File: src/shared/rpec_defines.svh
// Offsets, field positions, reset values and counts for the root port enable/connect block.
`ifndef RPEC_DEFINES_SVH
`define RPEC_DEFINES_SVH

`define RPEC_ADDR_W        4
`define RPEC_OFS_PORTSTAT  4'h0
`define RPEC_OFS_IRQSTAT   4'h4
`define RPEC_OFS_IRQMASK   4'h8
`define RPEC_OFS_CTRL      4'hC

`define RPEC_BIT_ATTACH    0
`define RPEC_BIT_ENABLE    1
`define RPEC_BIT_SUSPEND   2
`define RPEC_BIT_RESUME    3
`define RPEC_BIT_RESET     4
`define RPEC_BIT_ATT_CHG   16
`define RPEC_BIT_ENA_CHG   17
`define RPEC_BIT_SUS_CHG   18
`define RPEC_BIT_RST_CHG   20

`define RPEC_IRQ_W         4
`define RPEC_IRQ_ATT       0
`define RPEC_IRQ_ENA       1
`define RPEC_IRQ_SUS       2
`define RPEC_IRQ_RST       3
`define RPEC_IRQ_RST_VAL   4'h0

`define RPEC_CTRL_FIXED    0

`define RPEC_RST_TIME_NS   10000
`define RPEC_CLK_NS        25
`define RPEC_RST_CYC       ((`RPEC_RST_TIME_NS + `RPEC_CLK_NS - 1) / `RPEC_CLK_NS)
`define RPEC_SUS_TIME_NS   20000
`define RPEC_SUS_CYC       ((`RPEC_SUS_TIME_NS + `RPEC_CLK_NS - 1) / `RPEC_CLK_NS)
`define RPEC_CNT_W         10

`endif

File: src/shared/rpec_pkg.sv
// Types for the root port enable/connect block.
`default_nettype none
package rpec_pkg;

  typedef struct packed {
    logic [3:0]  addr;
    logic [31:0] wdata;
    logic        wr;
    logic        rd;
  } rpec_req_t;

  typedef enum logic [2:0] {
    RPEC_IDLE = 3'b001,
    RPEC_RST  = 3'b010,
    RPEC_RES  = 3'b100
  } rpec_seq_t;

endpackage

`default_nettype wire

File: src/design/rpec_port.sv
// Root port enable and connect status logic with register port and interrupt.
//
// Design decisions made here: strobed register access and the address map.
`timescale 1ns/1ps
`default_nettype none
`include "rpec_defines.svh"

module rpec_port
  import rpec_pkg::*;
(
  // Clock and reset.
  input  wire logic        ref_clk_i,
  input  wire logic        rst_i,
  // Register port.
  input  wire logic [3:0]  addr_i,
  input  wire logic [31:0] wdata_i,
  input  wire logic        wr_i,
  input  wire logic        rd_i,
  output logic      [31:0] rdata_o,
  // Port pins and fault inputs.
  input  wire logic        attach_pin_i,
  input  wire logic        overcurrent_i,
  input  wire logic        power_off_i,
  input  wire logic        bus_error_i,
  // Interrupt.
  output logic             irq_o
);

  // ---------------------------------------------------------------
  // Input synchronisers
  // ---------------------------------------------------------------
  logic [2:0] att_sync_ff;
  logic [2:0] oc_sync_ff;
  logic [2:0] pwr_sync_ff;
  logic [2:0] err_sync_ff;
  logic       att_ff;
  logic       oc_ff;
  logic       pwr_ff;
  logic       err_ff;
  logic [2:0] nxt_att_sync;
  logic [2:0] nxt_oc_sync;
  logic [2:0] nxt_pwr_sync;
  logic [2:0] nxt_err_sync;
  logic       nxt_att;
  logic       nxt_oc;
  logic       nxt_pwr;
  logic       nxt_err;

  // Filtered level follows once the second and third stages agree.
  function automatic logic filt(input logic [2:0] s, input logic cur);
    filt = (s[1] == s[2]) ? s[2] : cur;
  endfunction

  always_comb begin
    nxt_att_sync = {att_sync_ff[1:0], attach_pin_i};
    nxt_oc_sync  = {oc_sync_ff[1:0], overcurrent_i};
    nxt_pwr_sync = {pwr_sync_ff[1:0], power_off_i};
    nxt_err_sync = {err_sync_ff[1:0], bus_error_i};
    nxt_att      = filt(att_sync_ff, att_ff);
    nxt_oc       = filt(oc_sync_ff, oc_ff);
    nxt_pwr      = filt(pwr_sync_ff, pwr_ff);
    nxt_err      = filt(err_sync_ff, err_ff);
  end

  always_ff @(posedge ref_clk_i) begin
    if (rst_i) begin
      att_sync_ff <= 3'h0;
      oc_sync_ff  <= 3'h0;
      pwr_sync_ff <= 3'h0;
      err_sync_ff <= 3'h0;
      att_ff      <= 1'b0;
      oc_ff       <= 1'b0;
      pwr_ff      <= 1'b0;
      err_ff      <= 1'b0;
    end else begin
      att_sync_ff <= nxt_att_sync;
      oc_sync_ff  <= nxt_oc_sync;
      pwr_sync_ff <= nxt_pwr_sync;
      err_sync_ff <= nxt_err_sync;
      att_ff      <= nxt_att;
      oc_ff       <= nxt_oc;
      pwr_ff      <= nxt_pwr;
      err_ff      <= nxt_err;
    end
  end

  // ---------------------------------------------------------------
  // Port state
  // ---------------------------------------------------------------
  logic                   enable_ff;
  logic                   suspend_ff;
  logic                   fixed_ff;
  logic                   att_chg_ff;
  logic                   ena_chg_ff;
  logic                   sus_chg_ff;
  logic                   rst_chg_ff;
  logic [`RPEC_IRQ_W-1:0] irq_mask_ff;
  logic [`RPEC_CNT_W-1:0] cnt_ff;
  rpec_seq_t              seq_ff;
  logic                   att_prev_ff;
  logic                   nxt_enable;
  logic                   nxt_suspend;
  logic                   nxt_fixed;
  logic                   nxt_att_chg;
  logic                   nxt_ena_chg;
  logic                   nxt_sus_chg;
  logic                   nxt_rst_chg;
  logic [`RPEC_IRQ_W-1:0] nxt_irq_mask;
  logic [`RPEC_CNT_W-1:0] nxt_cnt;
  rpec_seq_t              nxt_seq;
  logic                   attached;
  logic                   fault;
  logic                   rst_done;
  logic                   res_done;
  logic                   wr_stat;
  logic                   wr_irq;

  // Attached view includes the fixed device mask.
  // fixed reads attached
  assign attached = att_ff | fixed_ff;
  assign wr_stat  = wr_i && (addr_i == `RPEC_OFS_PORTSTAT);
  assign wr_irq   = wr_i && (addr_i == `RPEC_OFS_IRQSTAT);
  assign rst_done = (seq_ff == RPEC_RST) && (cnt_ff == `RPEC_CNT_W'(`RPEC_RST_CYC - 1));
  assign res_done = (seq_ff == RPEC_RES) && (cnt_ff == `RPEC_CNT_W'(`RPEC_SUS_CYC - 1));
  assign fault    = oc_ff | pwr_ff | err_ff | (att_prev_ff & ~attached);

  always_comb begin
    nxt_enable   = enable_ff;
    nxt_suspend  = suspend_ff;
    nxt_fixed    = fixed_ff;
    nxt_att_chg  = att_chg_ff;
    nxt_ena_chg  = ena_chg_ff;
    nxt_sus_chg  = sus_chg_ff;
    nxt_rst_chg  = rst_chg_ff;
    nxt_irq_mask = irq_mask_ff;
    nxt_cnt      = cnt_ff + `RPEC_CNT_W'(1);
    nxt_seq      = seq_ff;
    // Clears by software first; hardware sets below win.
    // write one clears
    if (wr_irq) begin
      if (wdata_i[`RPEC_IRQ_ATT]) nxt_att_chg = 1'b0;
      if (wdata_i[`RPEC_IRQ_ENA]) nxt_ena_chg = 1'b0;
      if (wdata_i[`RPEC_IRQ_SUS]) nxt_sus_chg = 1'b0;
      if (wdata_i[`RPEC_IRQ_RST]) nxt_rst_chg = 1'b0;
    end
    if (wr_i && (addr_i == `RPEC_OFS_IRQMASK)) nxt_irq_mask = wdata_i[`RPEC_IRQ_W-1:0];
    if (wr_i && (addr_i == `RPEC_OFS_CTRL)) nxt_fixed = wdata_i[`RPEC_CTRL_FIXED];
    if (wr_stat) begin
      if (wdata_i[`RPEC_BIT_ATTACH]) nxt_enable = 1'b0;
      if (wdata_i[`RPEC_BIT_ENABLE]) begin
        if (attached) begin
          nxt_enable = 1'b1;
        end else begin
          nxt_att_chg = 1'b1;
        end
      end
      if (wdata_i[`RPEC_BIT_RESET] && seq_ff == RPEC_IDLE) begin
        if (attached) begin
          nxt_seq = RPEC_RST;
          nxt_cnt = '0;
        end else begin
          nxt_att_chg = 1'b1;
        end
      end
      if (wdata_i[`RPEC_BIT_SUSPEND]) begin
        if (attached) begin
          nxt_suspend = 1'b1;
        end else begin
          nxt_att_chg = 1'b1;
        end
      end
      if (wdata_i[`RPEC_BIT_RESUME] && seq_ff == RPEC_IDLE && suspend_ff) begin
        nxt_seq = RPEC_RES;
        nxt_cnt = '0;
      end
    end
    case (seq_ff)
      RPEC_RST: begin
        if (rst_done) begin
          nxt_seq     = RPEC_IDLE;
          nxt_rst_chg = 1'b1;
          nxt_suspend = 1'b0;
          nxt_enable  = 1'b1;
        end
      end
      RPEC_RES: begin
        if (res_done) begin
          nxt_seq     = RPEC_IDLE;
          nxt_sus_chg = 1'b1;
          nxt_suspend = 1'b0;
          nxt_enable  = 1'b1;
        end
      end
      RPEC_IDLE: nxt_cnt = '0;
      default:   nxt_seq = RPEC_IDLE;
    endcase
    if (att_prev_ff != attached) nxt_att_chg = 1'b1;
    if (fault && (enable_ff || nxt_enable)) begin
      nxt_enable  = 1'b0;
      nxt_ena_chg = 1'b1;
    end
  end

  always_ff @(posedge ref_clk_i) begin
    if (rst_i) begin
      enable_ff   <= 1'b0;
      suspend_ff  <= 1'b0;
      fixed_ff    <= 1'b0;
      att_chg_ff  <= 1'b0;
      ena_chg_ff  <= 1'b0;
      sus_chg_ff  <= 1'b0;
      rst_chg_ff  <= 1'b0;
      irq_mask_ff <= `RPEC_IRQ_RST_VAL;
      cnt_ff      <= '0;
      seq_ff      <= RPEC_IDLE;
      att_prev_ff <= 1'b0;
    end else begin
      enable_ff   <= nxt_enable;
      suspend_ff  <= nxt_suspend;
      fixed_ff    <= nxt_fixed;
      att_chg_ff  <= nxt_att_chg;
      ena_chg_ff  <= nxt_ena_chg;
      sus_chg_ff  <= nxt_sus_chg;
      rst_chg_ff  <= nxt_rst_chg;
      irq_mask_ff <= nxt_irq_mask;
      cnt_ff      <= nxt_cnt;
      seq_ff      <= nxt_seq;
      att_prev_ff <= attached;
    end
  end

  // ---------------------------------------------------------------
  // Read data and interrupt
  // ---------------------------------------------------------------
  logic [31:0]            nxt_rdata;
  logic [`RPEC_IRQ_W-1:0] irq_stat;
  logic                   nxt_irq;

  assign irq_stat = {rst_chg_ff, sus_chg_ff, ena_chg_ff, att_chg_ff};

  always_comb begin
    nxt_rdata = 32'h0000_0000;
    nxt_irq   = |(nxt_irq_mask & {nxt_rst_chg, nxt_sus_chg, nxt_ena_chg, nxt_att_chg});
    if (rd_i) begin
      case (addr_i)
        `RPEC_OFS_PORTSTAT: begin
          nxt_rdata[`RPEC_BIT_ENABLE]  = enable_ff;
          nxt_rdata[`RPEC_BIT_ATTACH]  = attached;
          nxt_rdata[`RPEC_BIT_SUSPEND] = suspend_ff;
          nxt_rdata[`RPEC_BIT_RESET]   = (seq_ff == RPEC_RST);
          nxt_rdata[`RPEC_BIT_ATT_CHG] = att_chg_ff;
          nxt_rdata[`RPEC_BIT_ENA_CHG] = ena_chg_ff;
          nxt_rdata[`RPEC_BIT_SUS_CHG] = sus_chg_ff;
          nxt_rdata[`RPEC_BIT_RST_CHG] = rst_chg_ff;
        end
        `RPEC_OFS_IRQSTAT: nxt_rdata[`RPEC_IRQ_W-1:0] = irq_stat;
        `RPEC_OFS_IRQMASK: nxt_rdata[`RPEC_IRQ_W-1:0] = irq_mask_ff;
        `RPEC_OFS_CTRL:    nxt_rdata[`RPEC_CTRL_FIXED] = fixed_ff;
        default:           nxt_rdata = 32'h0000_0000;
      endcase
    end
  end

  always_ff @(posedge ref_clk_i) begin
    if (rst_i) begin
      rdata_o <= 32'h0000_0000;
      irq_o   <= 1'b0;
    end else begin
      rdata_o <= nxt_rdata;
      irq_o   <= nxt_irq;
    end
  end
endmodule

`default_nettype wire

File: config.mk
export PLATFORM = sky130hd
export DESIGN_NAME = rpec_port
export DESIGN_NICKNAME = d
export VERILOG_FILES = /design/src/shared/rpec_pkg.sv /design/src/design/rpec_port.sv
export VERILOG_INCLUDE_DIRS = /design/src /design/src/shared
export SDC_FILE = /design/constraint.sdc
export NUM_CORES = 1
export LEC_CHECK = 0
export BUFFER_PORTS_ARGS = -buffer_cell sky130_fd_sc_hd__buf_2
export CORE_MARGIN = 2
export CORE_UTILIZATION = 49
export DETAILED_ROUTE_END_ITERATION = 12
export GPL_TIMING_DRIVEN = 1
export PLACE_DENSITY = 0.78
export SYNTH_ARGS = -nofsm -noshare
export SYNTH_HDL_FRONTEND = slang
export SYNTH_SLANG_ARGS = --single-unit
File: constraint.sdc
create_clock -name ref_clk_i -period 1.9 [get_ports ref_clk_i]
set_input_delay 0 -clock ref_clk_i [delete_from_list [all_inputs] [get_ports ref_clk_i]]
set_output_delay 0 -clock ref_clk_i [all_outputs]
set_load 0.02 [all_outputs]
==> summary.md, run 1 <==
The run finished with clean final reports. Of all nets on the critical path, the largest fanout is 3. The logs give 0 for the max-cap check violation count and 5 for the total CTS buffers. The share of total power dissipated in the clock network is 33.3%. The total leakage power is 0.000981 uW, and the post-route minimum period is 1.68 ns.

In this run, placement finished with an instance count of 322. The share of synthesized area occupied by flip-flops and latches is 45.8%, and the post-detailed-route via-to-cell ratio is 5.10. Power spread over the standard cell area amounts to 736 mW/mm^2.

TritonCTS built the clock tree. The path class of the tightest hold or removal check is input pin to flop. Sorting the synthesized cells by how often they occur yields 51 x sky130_fd_sc_hd__dfxtp_1, 23 x sky130_fd_sc_hd__buf_4, 23 x sky130_fd_sc_hd__nor2_1.

The initial antenna violation count came out at 0. The most common cell in the synthesized netlist is sky130_fd_sc_hd__dfxtp_1. The repair_antennas step left the layout with diodes totalling 0.

The share of total power dissipated in sequential elements is 59.5%. The height of the chip was 71.5 um. At the end of the flow, the number of nets in the layout was 328. The tools report the required time of the worst setup path as 2.13 ns. Derived from the worst setup path, the maximum achievable clock frequency is 597 MHz.

The logs give 0.319 mV for the peak supply drop and 0 for the buffer count from post-CTS setup fixing. Synthesis inferred 51 register bits. For this run, the number of Yosys warnings is 0. The ratio of cells with drive above 1 in the final layout was 17.7%; the complex-gate fraction of the synthesized area was 13.2%.

The share of cell area taken by muxes after synthesis came out at 2.30%. Compared with the post-synthesis result, the final layout area differs by 11.2%. The largest net degree at the start of global routing came out at 19. The depth of the worst register-to-register path works out to 7. Setup repair after global routing left no endpoint under its margin.

The H-tree was split into 2 levels. After synthesis, the largest family of logic cells by area is simple AND/OR/NAND/NOR gates. The floorplan step defined a die boundary enclosing 0.00511 mm^2. The number of enable flip-flop cells after synthesis works out to 0.

Of the total synthesized cell area, the portion taken by XOR and XNOR cells is 2.36%. The critical path goes through or2_2 -> inv_1 -> ha_1 -> or4_1 -> nor2_1 -> or3_1 -> o211ai_1. The buffer cell driving the clock tree root was sky130_fd_sc_hd__clkbuf_8.

For the count of mapped cells out of synthesis, the log shows 247. The prevailing post-synth register cell was sky130_fd_sc_hd__dfxtp_1. The final routed DRC violation total came out at 0. Delay of the slowest cell on the worst path: 0.35 ns. The clock sink total is 51, and the core footprint is 0.00435 mm^2. For the total negative slack, the log shows 0 ns.

The fraction of the mapped netlist area in simple logic gates is 24.7%. The tools report the kind of start point of the critical path as a flop. The congestion estimate from routability-driven global placement came to 0.819. For this design the top-level I/O count stands at 77.

After synthesis, the cell types taking the most area are sky130_fd_sc_hd__dfxtp_1 46%, sky130_fd_sc_hd__buf_4 7.7%, sky130_fd_sc_hd__nor2b_1 4.8%, sky130_fd_sc_hd__nor2_1 3.9%, sky130_fd_sc_hd__a21oi_1 3.8%. Synthesized-area fraction occupied by adder cells: 1.12%. The finished layout holds 335 standard cells, fillers aside. Routed length per instance: 11.5 um. The tools report the via count of the first global-routing pass as 1506. Setup violations remaining at the end of the flow were counted as 0.

The switching part of the total came out at 24.4%. Summing every instance area after synthesis gives 0.00223 mm^2. Count of final hold-check violations: 0. Clock-pin slew of the registers on the worst-case setup and hold paths: 0.09 ns. Counting distinct cell types in the post-synthesis netlist gives 47. Cell internal power was estimated by the tool at 1380 uW. The worst setup path is of the flop to flop kind. The placement row count is 24, and the final count of pins violating max slew is 0. The routed layout has 1707 vias.

Of the post-synthesis cell area, the dominant cell type holds 45.8%. For this run the aggregate overflow at the end of global routing stands at 0. Number of buffers between clock root and the deepest sink: 2. Summed over all nets, the switching power comes to 445 uW.

The count of fill cells added during filler insertion was 378; the proportion of synthesized flip-flops having asynchronous set or reset was 0%. The total length of routed wires is 3860 um. The master of the slowest instance on the critical path was sky130_fd_sc_hd__dfxtp_1. The run gives 2850 um as the detailed-placement wirelength estimate. The total routing usage reported by global routing was 15.4%; the hold path depth was 3. The type of destination of the critical path was a flop. The pre-antenna-repair detailed-routing pass consisted of 4 iterations. The share of total power dissipated in combinational logic is 7.2%. The post-route fraction of the period consumed by the critical path was 88.2%.

The post-synthesis average cell area works out to 9.03 um^2. The cell accounting for the most synthesized area was sky130_fd_sc_hd__dfxtp_1. The first global-routing pass estimated 6280 um of wire. The worst endpoint data arrival time came out at 1.90 ns. The initial utilization of the core area, before any placement, comes to 51.2%. The final worst clock skew was 0.00555 ns. During placement, the flow inserted port buffers numbering 26. The logs give 108 for the number of DRC markers in iteration 0 and 57.0% for the core occupancy in the finished layout. The count of nets left with antenna violations once routing finished came out at 0. For the worst-skew pair, the clock arrives at the later sink with an insertion delay of 0.30 ns. The die width was 71.5 um.
==> cells by family after synthesis <==
family | count (synthesis)
DFF | 51
xor gates and xnor gates | 6
and+or+nand+nor | 99
adders and majority gates | 2
other | 1
muxes | 5
buffers and inverters | 36
AOI/OAI and AO/OA | 47
==> metrics by stage <==
| step | instance area [um^2] | setup WS, ns | total power (uW) | hold WS [ns] |
|---|---|---|---|---|
| 3_3_place_gp | 2340 | 0.235 | 1230 | 0.208 |
| 4_1_cts | 2480 | 0.214 | 1840 | 0.0213 |
| 5_1_grt | 2480 | 0.0768 | 1890 | 0.0213 |
| 3_5_place_dp | 2340 | 0.229 | 1230 | 0.213 |
| 2_1_floorplan | 2310 | 0.342 | 1240 | 0.128 |
| 6_report | 2480 | 0.225 | 1830 | 0.0277 |
==> routing by layer <==
| layer | track usage [%] | wire, um |
|---|---|---|
| met5 | 0 | 0 |
| met4 | 8.18 | 79 |
| met3 | 3.23 | 261 |
| met2 | 26.3 | 1790 |
| met1 | 18.1 | 1730 |
==> cell type report <==
type / instances / area, um^2 / share of cell area (%)
clock inverters: 3 / 20.0 / 0.807
clock buffers: 5 / 68.8 / 2.77
flip-flops and latches: 51 / 1020 / 41.2
well taps: 52 / 65.1 / 2.62
multi-input cells: 182 / 1060 / 42.8
inverters: 5 / 18.8 / 0.757
repair buffers: 37 / 225 / 9.08
==> power groups by stage <==
| stage | Sequential (uW) | Combinational [uW] | Clock [uW] |
|---|---|---|---|
| floorplan | 1110 | 127 | 0 |
| global placement | 1110 | 121 | 0 |
| detailed placement | 1110 | 122 | 0 |
| CTS | 1090 | 131 | 628 |
| global route | 1090 | 142 | 660 |
| finish | 1090 | 131 | 608 |
==> what timing repair did <==
| action | in CTS | in global routing |
|---|---|---|
| gates resized for setup | 0 | 0 |
| hold buffers | 5 | 0 |
| endpoints found under the hold margin | 6 | 0 |
==> layout by cell type (no fill, tap or decap), types with 3 or more instances in the layout <==
master | synthesis | final
sky130_fd_sc_hd__or3_1 | 3 | 3
sky130_fd_sc_hd__xor2_1 | 4 | 4
sky130_fd_sc_hd__inv_1 | 5 | 5
sky130_fd_sc_hd__conb_1 | 1 | 23
sky130_fd_sc_hd__nor3b_1 | 6 | 6
sky130_fd_sc_hd__mux2i_1 | 4 | 4
sky130_fd_sc_hd__buf_4 | 23 | 6
sky130_fd_sc_hd__nand4_1 | 5 | 5
sky130_fd_sc_hd__or2_2 | 3 | 3
sky130_fd_sc_hd__a21oi_1 | 17 | 17
sky130_fd_sc_hd__a22oi_1 | 3 | 3
sky130_fd_sc_hd__nor3_1 | 3 | 3
sky130_fd_sc_hd__nand3_1 | 8 | 8
sky130_fd_sc_hd__dfxtp_1 | 51 | 51
sky130_fd_sc_hd__o21ai_0 | 12 | 12
sky130_fd_sc_hd__clkbuf_8 | 0 | 5
sky130_fd_sc_hd__nand2_1 | 12 | 12
sky130_fd_sc_hd__nor2b_1 | 17 | 17
sky130_fd_sc_hd__nor2_1 | 23 | 23
sky130_fd_sc_hd__nand3b_1 | 3 | 3
sky130_fd_sc_hd__buf_2 | 1 | 26
sky130_fd_sc_hd__dlygate4sd3_1 | 0 | 5
sky130_fd_sc_hd__and2_1 | 4 | 4
==> final timing paths <==
kind	end	slack, ns	from
setup / recovery	irq_o$_SDFF_PP0_	0.22	fixed_ff$_SDFFE_PP0P_
hold / removal	irq_mask_ff[3]$_SDFF_PP0_	0.03	wdata_i[3]
setup reg to reg	irq_o$_SDFF_PP0_	0.22	fixed_ff$_SDFFE_PP0P_
hold reg to reg	pwr_sync_ff[1]$_SDFF_PP0_	0.44	pwr_sync_ff[0]$_SDFF_PP0_
==> worst max-delay path: cells and delay by family, from the launching register on <==
kind | cells | cell delay, ns
simple gates | 4 | 0.86
fa+ha+maj | 1 | 0.13
flops | 1 | 0.35
compound gates | 1 | 0.18
buf+inv | 1 | 0.09
==> sequential cells by signal (all words and copies together), names as in the netlist <==
signal       count
fixed_ff         1
err_ff           1
sus_chg_ff       1
att_sync_ff      3
att_prev_ff      1
err_sync_ff      3
irq_mask_ff      4
rdata_o          9
pwr_sync_ff      3
suspend_ff       1
rst_chg_ff       1
oc_ff            1
seq_ff           3
oc_sync_ff       3
ena_chg_ff       1
enable_ff        1
cnt_ff          10
pwr_ff           1
att_ff           1
irq_o            1
att_chg_ff       1
Note: power is estimated with default switching activity, not from simulation.
==> inputs of run 2 (changes only) <==
Settings changed: BUFFER_PORTS_ARGS -buffer_cell sky130_fd_sc_hd__buf_2 to -buffer_cell sky130_fd_sc_hd__buf_4.
==> run 2 against run 1 <==
Effect of this change:
- routed wire length is 0.49% higher
- clock skew is 0.0046 ns higher
- register-to-register slack hardly changed
- via count is 2.1% higher
- sequential cell count stayed put
- core utilization is 1.6 points higher
- cell area is 2.8% higher
- sequential power hardly changed
- critical endpoint unchanged
==> summary.md, run 2 (synthesis gave the netlist of run 1 again) <==
In this run, CTS created clock tree buffers numbering 5. In the final layout, the registers with the most flip-flops are cnt_ff x10, rdata_o x9, irq_mask_ff x4. The congestion estimate from routability-driven global placement came to 0.856. The final worst clock skew is 0.0102 ns. For the final count of pins violating max slew, the log shows 0. The count of final hold-check violations was 0.

In this run the standard cell core region covers 0.00435 mm^2. Type of destination of the critical path: a flop. The first global-routing pass estimated 6670 um of wire. The count of buffering cells on the critical path with inverters included was 1; the routed length per instance was 11.6 um. The placed cell count was 321.

The logs give 24 for the placement row count and 0 for the number of cells upsized or downsized after cts. Global routing consumed, over all layers together, 16.1% of the routing resources. Number of buffers between clock root and the deepest sink: 2.

The worst register-to-register path ends at irq_o$_SDFF_PP0_. The post-detailed-route via-to-cell ratio came out at 5.20. For this run, the slowest stage of the critical path takes 0.36 ns. The clock latency of the later-clocked register in the worst-skew pair is 0.30 ns, and the worst endpoint data arrival time is 1.91 ns. TritonCTS built the clock tree. In this run the post-CTS setup repair buffer count came out at 0. The number of antenna diodes in the final layout is 0. The die is 71.5 um wide. The required time of the worst setup path is 2.13 ns. The post-route minimum period works out to 1.68 ns.

The number of H-tree levels is 2. In the routed design, unresolved DRC markers number 0. The via count of the first global-routing pass came out at 1521. Max-cap violations in this run came to 0. Summed over all layers, the global routing overflow is 0. Entering global routing, the biggest net connects 36 pins.

In this run the static leakage power is 0.00100 uW. The start point of the critical path was fixed_ff$_SDFFE_PP0P_. The number of standard cells in the layout, taps in and fillers out was 335.

STA classifies the critical path startpoint as a flop. Setup violations remaining at the end of the flow were counted as 0. The cell type group with the largest total delay on the critical path is simple AND/OR/NAND/NOR gates. For the detailed-placement wirelength estimate, the log shows 2800 um.

The tools report the total negative slack as 0 ns. Leaving out fill and tap cells, the most frequent cell in the layout is sky130_fd_sc_hd__dfxtp_1. In this run the critical register-to-register path is launched from fixed_ff$_SDFFE_PP0P_. The run gives 0 as the number of nets with antenna violations after routing. The critical path in this run is classified as flop to flop.

Summing over every cut layer, the via total after detailed routing is 1742. The type of the worst min-delay path was input pin to flop. Clock-pin slew was measured on the worst setup and hold paths at 0.10 ns. At the pin with the least slew margin, the transition time is 0.525 ns. The largest fanout on the critical path was 3. The internal reg-to-reg setup slack is 0.22 ns, and the height of the chip is 71.5 um.

Headroom to the max-slew limit came out at 65.0%. cnt_ff holds more flip-flops than any other register. Total length of routed wires: 3880 um. The total iterations of the first detailed-routing run was 4. The post-route netlist has 17.3% of its cells at a drive strength greater than 1. Total number of nets in the final design: 328. Leaving out fill and tap cells, the most frequent cells in the layout are 51 x sky130_fd_sc_hd__dfxtp_1, 31 x sky130_fd_sc_hd__buf_4, 23 x sky130_fd_sc_hd__nor2_1, 23 x sky130_fd_sc_hd__conb_1. The number of DRC markers in iteration 0 is 122. In this run the most critical hold path is launched from wdata_i[3].

The slowest stage of the critical path is the sky130_fd_sc_hd__or3_1 cell. The count of cell instances traversed by the critical path works out to 7. Buffers placed on the I/O ports in this run total 26.

The count of hold-fix buffers inserted at cts is 6, and the depth of the worst register-to-register path is 7. The run gives 0 as the initial antenna violation count. The run finished with clean final reports.

The die covers 0.00511 mm^2. The area growth from synthesis to layout is 14.4%. The post-route fraction of the period consumed by the critical path was 88.3%. The tools report the peak supply drop as 0.493 mV. The tools report the highest attainable clock frequency as 596 MHz. The flip-flop count of the largest register after layout was 10. The logs give 51.2% for the initial core utilization and 51 for the clock sink total. Dividing total power by cell area gives a power density of 731 mW/mm^2. The buffer cell driving the clock tree root is sky130_fd_sc_hd__clkbuf_8. The critical path ends at irq_o$_SDFF_PP0_.

The I/O pin count was 77. Walking the worst path, the cells encountered are or2_2 -> inv_1 -> ha_1 -> or4_1 -> nor2_1 -> or3_1 -> o211ai_1. Setup repair after global routing left no endpoint under its margin.
-- run 2: cell types whose count changed in the layout (fill, tap and decap cells not counted) --
cell,change
sky130_fd_sc_hd__buf_2,-26
sky130_fd_sc_hd__buf_4,+25
sky130_fd_sc_hd__clkinvlp_4,-2
sky130_fd_sc_hd__inv_6,+2
sky130_fd_sc_hd__dlygate4sd3_1,+1
-- run 2: worst min path at each step --
stage | end | cells past startpoint | slack [ns]
global placement | err_sync_ff[0]$_SDFF_PP0_ | 2 | 0.21
detailed placement | att_sync_ff[0]$_SDFF_PP0_ | 2 | 0.21
finish | irq_mask_ff[3]$_SDFF_PP0_ | 3 | 0.007
floorplan | att_sync_ff[0]$_SDFF_PP0_ | 1 | 0.13
CTS | irq_mask_ff[3]$_SDFF_PP0_ | 3 | 0.004
global route | irq_mask_ff[3]$_SDFF_PP0_ | 3 | 0.01
-- run 2: metal layers --
metal | global-route usage (%) | share of wire [%]
met5 | 0 | 0
met4 | 5.24 | 1.4
met3 | 2.95 | 6.1
met2 | 26.7 | 47
met1 | 21.1 | 45
-- run 2: final cells by class --
class / count / area (um^2)
clock inverters: 3 / 22.5
inverters: 5 / 18.8
multi-input cells: 182 / 1060
well taps: 52 / 65.1
fillers: 374 / 1800
repair buffers: 37 / 293
clock buffers: 5 / 68.8
flip-flops and latches: 51 / 1020
-- run 2: metrics by stage --
step / instance area (um^2) / total power [uW] / setup WS [ns] / hold slack, ns / utilization [%]
2_1_floorplan: 2310 / 1240 / 0.342 / 0.128 / -
3_3_place_gp: 2400 / 1240 / 0.237 / 0.210 / 55.1
3_5_place_dp: 2400 / 1240 / 0.224 / 0.214 / 55.1
4_1_cts: 2550 / 1880 / 0.205 / 0.00425 / 58.6
5_1_grt: 2550 / 1930 / 0.0591 / 0.0147 / 58.6
6_report: 2550 / 1860 / 0.222 / 0.00672 / 58.6
-- run 2: report_power, final --
part / internal [uW] / leakage (uW) / switching (uW)
Combinational: 52.4 / 0.000539 / 88.6
Clock: 267 / 0.0000489 / 369
Sequential: 1080 / 0.000413 / 4.79
-- run 2: worst register-to-register path, cell delays in order, from the launching register on --
cell                       delay, ns
sky130_fd_sc_hd__dfxtp_1        0.34
sky130_fd_sc_hd__or2_2          0.34
sky130_fd_sc_hd__inv_1          0.09
sky130_fd_sc_hd__ha_1           0.13
sky130_fd_sc_hd__or4_1          0.13
sky130_fd_sc_hd__nor2_1         0.06
sky130_fd_sc_hd__or3_1          0.36
sky130_fd_sc_hd__o211ai_1       0.17
